===== config.mk =====
export PLATFORM = sky130hd
export DESIGN_NAME = adc_format_regs
export DESIGN_NICKNAME = d
export VERILOG_FILES = /design/src/include/adc_format_pkg.sv /design/src/hdl/adc_format_regs.sv /design/src/hdl/offset_apply.sv
export VERILOG_INCLUDE_DIRS = /design/src /design/src/include
export SDC_FILE = /design/constraint.sdc
export NUM_CORES = 1
export LEC_CHECK = 0
export BUFFER_PORTS_ARGS = -buffer_cell sky130_fd_sc_hd__buf_2
export CORE_MARGIN = 2
export CORE_UTILIZATION = 45
export CTS_CLUSTER_DIAMETER = 200
export DETAILED_ROUTE_END_ITERATION = 8
export PLACE_DENSITY = 0.66
export SLEW_MARGIN = 0
export SYNTH_ARGS = -nofsm -noshare
export SYNTH_HDL_FRONTEND = slang
export SYNTH_HIERARCHICAL = 1
export SYNTH_SLANG_ARGS = --single-unit

===== constraint.sdc =====
create_clock -name mclk -period 2.97 [get_ports mclk]
set_input_delay 0.1485 -clock mclk [delete_from_list [all_inputs] [get_ports mclk]]
set_output_delay 0.1485 -clock mclk [all_outputs]
set_load 0.05 [all_outputs]

===== src/include/adc_format_params.svh =====
// register offsets, field positions, reset values and widths of the format/offset bank
`ifndef ADC_FORMAT_PARAMS_SVH
`define ADC_FORMAT_PARAMS_SVH
`define ADDR_W 4
`define DATA_W 16
`define SAMPLE_W 12
`define OFFSET_W 13
`define REG_PRIMARY_CFG 4'h0
`define REG_RESERVED_FIXED 4'h1
`define REG_I_OFFSET 4'h2
`define PRIMARY_CFG_RESET 16'h2000
`define RESERVED_FIXED_RESET 16'h2907
`define I_OFFSET_RESET 16'h0000
`define BIT_INTERLEAVE 7
`define BIT_TWOS_COMP 4
`define BIT_TIMESTAMP 3
`define BIT_SINGLE_RATE 2
`define BIT_OFFSET_SIGN 12
`define OFFSET_MAG_MSB 11
`define I_OFFSET_RSVD_MASK 16'hE000
`define PRIMARY_CFG_WMASK 16'hFDFC
`define SAMPLE_MAX 13'h0FFF
`define SAMPLE_MID 12'h800
`endif


===== src/include/adc_format_pkg.sv =====
// types shared by the format/offset register bank
package adc_format_pkg;
   typedef enum logic [1:0] {
      MODE_DUAL = 2'b00,
      MODE_INTERLEAVED = 2'b01
   } chan_mode_e;
   typedef logic [15:0] reg_word_t;
endpackage


===== src/hdl/adc_format_regs.sv =====
// configuration register bank: number format, time stamp, data rate, I offset
// Overview of operation
// - format bit selects offset binary or twos complement
// - time stamp capture only when enable set
// - rate bit zero dual, one single rate
// - sign bit chooses positive or negative offset
// - magnitude straight binary, 0 to 45 mV
// - magnitude resets zero; 800h is midscale
// - interleave bit selects dual or interleaved mode
`timescale 1ns/10ps
`include "adc_format_params.svh"
module adc_format_regs (
   input wire logic mclk,
   input wire logic reset_n,
   input wire logic [`ADDR_W-1:0] reg_addr,
   input wire logic [`DATA_W-1:0] reg_wdata,
   input wire logic reg_write,
   input wire logic reg_read,
   output logic [`DATA_W-1:0] reg_rdata,
   input wire logic [`SAMPLE_W-1:0] sample_in,
   input wire logic timestamp_in,
   output logic [`SAMPLE_W-1:0] sample_out,
   output logic timestamp_out,
   output logic single_rate_select,
   output logic interleave_enable,
   output adc_format_pkg::chan_mode_e chan_mode,
   output logic reserved_misuse
);
   adc_format_pkg::reg_word_t primary_configuration;
   adc_format_pkg::reg_word_t reserved_fixed_pattern;
   adc_format_pkg::reg_word_t i_channel_offset_adjust;

   // address decode
   wire logic hit_cfg = reg_addr == `REG_PRIMARY_CFG;
   wire logic hit_rsvd = reg_addr == `REG_RESERVED_FIXED;
   wire logic hit_off = reg_addr == `REG_I_OFFSET;
   wire logic wr_cfg = reg_write && hit_cfg;
   wire logic wr_rsvd = reg_write && hit_rsvd;
   wire logic wr_off = reg_write && hit_off;

   // field views
   wire logic twos_comp_select = primary_configuration[`BIT_TWOS_COMP];
   wire logic timestamp_enable_bit = primary_configuration[`BIT_TIMESTAMP];
   wire logic offset_sign = i_channel_offset_adjust[`BIT_OFFSET_SIGN];
   wire logic [`SAMPLE_W-1:0] offset_magnitude =
      i_channel_offset_adjust[`OFFSET_MAG_MSB:0];
   assign single_rate_select = primary_configuration[`BIT_SINGLE_RATE];
   assign interleave_enable = primary_configuration[`BIT_INTERLEAVE];
   assign chan_mode = interleave_enable ? adc_format_pkg::MODE_INTERLEAVED
      : adc_format_pkg::MODE_DUAL;

   // read mux; unmapped addresses answer zero
   wire logic [`DATA_W-1:0] next_rdata = hit_cfg ? primary_configuration :
      hit_rsvd ? reserved_fixed_pattern :
      hit_off ? i_channel_offset_adjust : '0;

   // register writes; reserved bits of the config word hold their defaults
   always_ff @(posedge mclk or negedge reset_n) begin
      if (!reset_n) begin
         primary_configuration <= `PRIMARY_CFG_RESET;
         reserved_fixed_pattern <= `RESERVED_FIXED_RESET;
         i_channel_offset_adjust <= `I_OFFSET_RESET;
      end else begin
         if (wr_cfg) begin
            primary_configuration <= (reg_wdata & `PRIMARY_CFG_WMASK)
               | (`PRIMARY_CFG_RESET & ~`PRIMARY_CFG_WMASK);
         end
         if (wr_rsvd) begin
            reserved_fixed_pattern <= reg_wdata;
         end
         if (wr_off) begin
            i_channel_offset_adjust <= reg_wdata;
         end
      end
   end

   // read data stands only in the cycle after the read strobe
   always_ff @(posedge mclk or negedge reset_n) begin
      if (!reset_n) begin
         reg_rdata <= '0;
      end else begin
         reg_rdata <= reg_read ? next_rdata : '0;
      end
   end

   // flag software misuse of reserved contents rather than obey it silently
   wire logic bad_write = (wr_rsvd && reg_wdata != `RESERVED_FIXED_RESET) ||
      (wr_off && (reg_wdata & `I_OFFSET_RSVD_MASK) != '0);
   always_ff @(posedge mclk or negedge reset_n) begin
      if (!reset_n) begin
         reserved_misuse <= 1'b0;
      end else begin
         reserved_misuse <= reserved_misuse | bad_write;
      end
   end

   // time stamp capture gated by its enable
   always_ff @(posedge mclk or negedge reset_n) begin
      if (!reset_n) begin
         timestamp_out <= 1'b0;
      end else begin
         timestamp_out <= timestamp_enable_bit & timestamp_in;
      end
   end

   offset_apply u_offset_apply (
      .mclk(mclk),
      .reset_n(reset_n),
      .sample_in(sample_in),
      .offset_sign(offset_sign),
      .offset_magnitude(offset_magnitude),
      .twos_comp_select(twos_comp_select),
      .sample_out(sample_out)
   );
endmodule // adc_format_regs


===== src/hdl/offset_apply.sv =====
// signed offset apply and output number format for one sample
`timescale 1ns/10ps
`include "adc_format_params.svh"
module offset_apply (
   input wire logic mclk,
   input wire logic reset_n,
   input wire logic [`SAMPLE_W-1:0] sample_in,
   input wire logic offset_sign,
   input wire logic [`SAMPLE_W-1:0] offset_magnitude,
   input wire logic twos_comp_select,
   output logic [`SAMPLE_W-1:0] sample_out
);
   // widened sum so saturation can be detected before cutting back
   wire logic [`OFFSET_W-1:0] wide_in = {1'b0, sample_in};
   wire logic [`OFFSET_W-1:0] wide_mag = {1'b0, offset_magnitude};
   wire logic underflow = offset_sign && (wide_mag > wide_in);
   wire logic [`OFFSET_W-1:0] sum = offset_sign ? wide_in - wide_mag : wide_in + wide_mag;
   // full scale kept at the wide width so it is cut back on purpose
   wire logic [`OFFSET_W-1:0] wide_max = `SAMPLE_MAX;
   wire logic overflow = !offset_sign && (sum > wide_max);
   wire logic [`SAMPLE_W-1:0] clipped = underflow ? '0 :
      overflow ? wide_max[`SAMPLE_W-1:0] : sum[`SAMPLE_W-1:0];
   // two's complement is offset binary with the top bit flipped
   wire logic [`SAMPLE_W-1:0] formatted = twos_comp_select ? (clipped ^ `SAMPLE_MID) : clipped;

   // registered so the data output is glitch free
   always_ff @(posedge mclk or negedge reset_n) begin
      if (!reset_n) begin
         sample_out <= '0;
      end else begin
         sample_out <= formatted;
      end
   end
endmodule // offset_apply


### Word-level counts from Yosys, hierarchy flattened

Cells that the tools add are included.

* output and inout port bits: 34
* word-level logic and storage cells: 37
* bits in registers: 75

* add/subtract/negate cells: 2
* equal/unequal tests: 3
* bitwise operators: 3
* mux-type cells: 9
* order comparisons: 2
* reductions and logical operators: 11

Operators with widths (count)
* $mux W16: 4
* $mux W12: 3
* $ne A16 B14 Y1 const B: 1
* $reduce_bool A16 Y1: 1
* $add A12 B12 Y13: 1
* $gt A13 B12 Y1 const B: 1
* $mux W13: 1
* $sub A12 B12 Y13: 1
* $gt A12 B12 Y1: 1
* $logic_and A1 B1 Y1: 7
* $eq A4 B1 Y1 const B: 1
* $eq A4 B2 Y1 const B: 1
* $logic_not A4 Y1: 1
* $and A1 B1 Y1: 1
* $logic_not A1 Y1: 1
* $logic_or A1 B1 Y1: 1
* $mux W1: 1
* $not A1 Y1: 1
* $or A1 B1 Y1: 1

### Longest topological paths before layout

* depth in word-level cells: 8
* mapped depth: 10
* depth with buffers taken out: 10

### By module

Netlist, hierarchy kept.

By module, submodules not included
* adc_format_regs: area an instance 2617.5 um^2, seq. area each 1585.3 um^2, cells each 195, instances 1
* offset_apply: area an instance 1652.8 um^2, seq. area each 300.3 um^2, cells each 198, instances 1

### Worst setup path after synthesis

No wires, ideal clock.

* kind: register -> register
* start: register i_channel_offset_adjust[1]
* end: register u_offset_apply.sample_out[11]
* data arrival time: 2409 ps
* clock period less this slack: 2520 ps
* slack: 450 ps
* stages on the path, launching flop included: 10
* cells stage by stage: dfrtp_1 inv_1 ha_1 nor2b_1 o211a_1 o31a_1 o2bb2ai_1 o2111a_1 a311o_1 a2111oi_2

* longest elaborated chain between the ends: 8
* elaborated cells between the ends (all ways): 11

RTL lines
* start: declaration: line adc_format_regs.sv:31 `adc_format_pkg::reg_word_t i_channel_offset_adjust;`
* start signal: assignment: line adc_format_regs.sv:62 `` i_channel_offset_adjust <= `I_OFFSET_RESET; ``
* start signal: assignment: line adc_format_regs.sv:72 `i_channel_offset_adjust <= reg_wdata;`
* $add A12 B12 Y13 or $sub A12 B12 Y13 (tied branches): line offset_apply.sv:17 `` wire logic [`OFFSET_W-1:0] sum = offset_sign ? wide_in - wide_mag : wide_in + wide_mag; ``
* $mux W13: line offset_apply.sv:17
* $gt A13 B12 Y1: line offset_apply.sv:20 `wire logic overflow = !offset_sign && (sum > wide_max);`
* $logic_and A1 B1 Y1: line offset_apply.sv:20
* $mux W12: line offset_apply.sv:22 `` overflow ? wide_max[`SAMPLE_W-1:0] : sum[`SAMPLE_W-1:0]; ``
* $mux W12 *: line offset_apply.sv:21 `` wire logic [`SAMPLE_W-1:0] clipped = underflow ? '0 : ``
* $not A1 Y1 (no line)
* $mux W12 *: line offset_apply.sv:24 `` wire logic [`SAMPLE_W-1:0] formatted = twos_comp_select ? (clipped ^ `SAMPLE_MID) : clipped; ``
* named net u_offset_apply.formatted[11]: line offset_apply.sv:24
* end signal: assignment: line offset_apply.sv:31 `sample_out <= formatted;`
* end: declaration: line offset_apply.sv:11 `` output logic [`SAMPLE_W-1:0] sample_out ``

Mark *: on every way through the listed nets, which the timed path passes. The rest lies on a longest branch.
A chain may end at the register's enable or synchronous reset.

### Worst setup path in the final report

Same ends and word-level chain as after synthesis.

==> results.yml <==
outcome:
  status: "completed"
clock_tree:
  clk_path_buf_depth: 2
  htree_levels: 3
  cts_tree: "done"
  cts_buffers: 9
  cts.sinks: 75
  root_buffer: "clkbuf_8"
  clk_pin_slew_worst_paths_ns: 0.08
  cts-resized-gates: 0
  clk_latency_ns: 0.34
critical_path:
  criticalPathCategory: "reg2reg"
  path_max_fanout: 5
  critPathLaunchType: "flip-flop"
  ff2ff_path_depth: 9
  end_kind: "flip-flop"
  setup.worst_path.start: "i_channel_offset_adjust[1]"
  worst-r2r-setup-slack_ns: 0.24
  crit_arrival_ns: 2.96
  reg2reg_from: "i_channel_offset_adjust[1]"
  crit_required_ns: 3.21
  rr_endpoint: "u_offset_apply/sample_out[11]"
cells_and_area:
  nets: 524
  fin_area_um2: 4910
  area_delta_synth_final_pct: 15.0
  n_fill_cell: 832
  n_antenna_cell: 0
  final_cell_mix: "68 x dfrtp_1, 68 x buf_2, 40 x a21oi_1"
  drive_above_1_share: 0.348
  layout.cells.non_filler: 595
global_routing:
  grt_usage: 0.202
  grt_pass1_vias: 3244
  antenna_found_initial: 0
  grt_pass1_wl_um: 16200
  grt_overflow: 0
  grt_max_degree: 76
synth:
  async_flop_share: 1.00
  syn_area_per_cell_um2: 10.9
  synth-edff-count: 0
  ys_ff_latch: 75
  syn_area_um2: 4270
  synthesis.nets: 456
  synth_cells: 393
  synth_cell_types: 63
  synth_top_area_share: 0.398
  seq_area_frac_synth: 0.442
  synth_area_leader_cell: "dfrtp_1"
  synthTopCellsByArea: "dfrtp_1 40%, mux2_2 9.5%, ha_1 7.0%"
  synthFlopType: "dfrtp_1"
  yosysWarnings: 6
routing:
  drt_iter0_drc: 127
  dr.pass1.iters: 5
  routed_via_density: 5.39
  wl_per_cell_um: 16.2
  num_vias: 3209
  drc: 0
  drt-total-wl_um: 9620
  ant_nets: 0
sta:
  slew_violations: 0
  min_period_ns: 2.73
  worstMarginPinSlew_ns: 0.937
  timing.setup.tns_ns: 0
  finalSetupViolCount: 0
  hold_violations: 0
  slew_headroom: 0.376
  max_freq_mhz: 367
  min_period_over_period: 0.918
  fin_worst_skew_ns: 0.0137
  layout_setup_ws_ns: 0.244
  rsz0062_at_grt: "no"
die:
  ios: 71
  design.die.area_um2: 10300
  fp.dieH_um: 101
  die_w_um: 101
  fp-row-count: 35
  start_util: 0.462
  coreArea_um2: 9240
power:
  pwr-share-seq: 0.377
  ir_drop_uv: 411
  swShare: 0.396
  p_clk_frac: 0.209
  p_comb_frac: 0.413
  leakagePower_uw: 0.00231
  p_per_area_nw_per_um2: 753
  switching_power_uw: 1460
  p_int_uw: 2230
  p_total_uw: 3700
place:
  dp_hpwl_um: 6960
  gp_congestion: 0.824
  dpl_cell_area_um2: 4710
  placedCellCount: 578
  pre_cts_slack_ns: 0.266
  port_buffers: 69
flow_run:
  maxCapViolCount: 0
min_path:
  worstHoldStart: "timestamp_in"
  hold_path_end: "timestamp_out"
  hold_path_depth: 2
  worst_hold_path_type: "in2reg"
[through the flow]
| stage | hold slack, ns | util |
|---|---|---|
| after floorplan | -0.147 | - |
| after global placement | 0.339 | 0.509 |
| after detailed placement | 0.350 | 0.509 |
| after CTS | 0.00227 | 0.531 |
| after global routing | 0.0136 | 0.531 |
| final | 0.0166 | 0.531 |
[sequential cells by signal, summed over array words and instances, names as in the netlist]
signal and count:
reserved_misuse 1, primary_configuration 13, reserved_fixed_pattern 16, i_channel_offset_adjust 16
reg_rdata 16, u_offset_apply/sample_out 12, timestamp_out 1
[worst max-delay path: stages, from the launching register on]
cell and delay [ns]:
dfrtp_1 0.43, inv_1 0.10, ha_1 0.34, nor2b_4 0.06
o311ai_4 0.31, a311oi_4 0.15, a2111oi_2 0.49, nor4b_1 0.12
a311o_1 0.30, a2111oi_2 0.32
[cell families (layout without fill, tap and decap cells)]
family / after synthesis / count (layout) / synth area share
adders and majority gates: 26 / 26 / 0.0797
and+or+nand+nor: 73 / 73 / 0.0964
other: 1 / 1 / 0.000878
xor gates and xnor gates: 9 / 9 / 0.0185
DFF: 75 / 75 / 0.442
AOI/OAI and AO/OA: 118 / 118 / 0.181
muxes: 46 / 46 / 0.130
buffers and inverters: 45 / 118 / 0.0522
[synth_stat cells (4+ instances only)]
cell,count
a21o_1,4
a21oi_1,40
a22oi_1,5
a31oi_1,5
buf_4,5
buf_6,4
clkbuf_1,8
dfrtp_1,68
dfstp_2,7
ha_1,24
inv_1,24
mux2_2,36
mux2_4,10
nand2_1,19
nor2_1,17
nor2b_1,6
o21ai_0,37
xnor2_1,8
[how the worst max path moves through the flow]
stage	endpoint	slack, ns	depth (start not counted)
after floorplan	u_offset_apply/sample_out[11]	0.45	9
after global placement	u_offset_apply/sample_out[11]	0.32	9
after detailed placement	u_offset_apply/sample_out[11]	0.27	9
after CTS	u_offset_apply/sample_out[11]	0.25	9
after global routing	u_offset_apply/sample_out[11]	0.09	9
final	u_offset_apply/sample_out[11]	0.24	9
[metal layers]
layer,GRT usage,up-vias,share of wire
met5,0,-,0
met2,0.320,99,0.48
met3,0.0497,12,0.061
met1,0.274,1568,0.44
li1,-,1530,-
met4,0.0634,0,0.014
[layout make-up]
type	instances	area (µm²)	area share
clock buffers	10	128	0.0260
clock inverters	6	65.1	0.0133
inverters	24	90.1	0.0183
multi-input cells	273	2160	0.440
flip-flops and latches	75	1890	0.384
well taps	129	161	0.0329
repair buffers	78	418	0.0851
[power groups by stage]
stage | combinational (µW) | sequential [µW] | clock [µW]
final | 1530 | 1400 | 774
after global routing | 1670 | 1430 | 839
after CTS | 1530 | 1400 | 795
after detailed placement | 1520 | 1420 | 0
after global placement | 1510 | 1410 | 0
after floorplan | 850 | 1740 | 0
[what timing repair did]
item,CTS,global route
hold buffers,1,0
endpoints found under the hold margin,68,0
buffers inserted,0,0
Note: power is estimated with default switching activity, not from simulation.
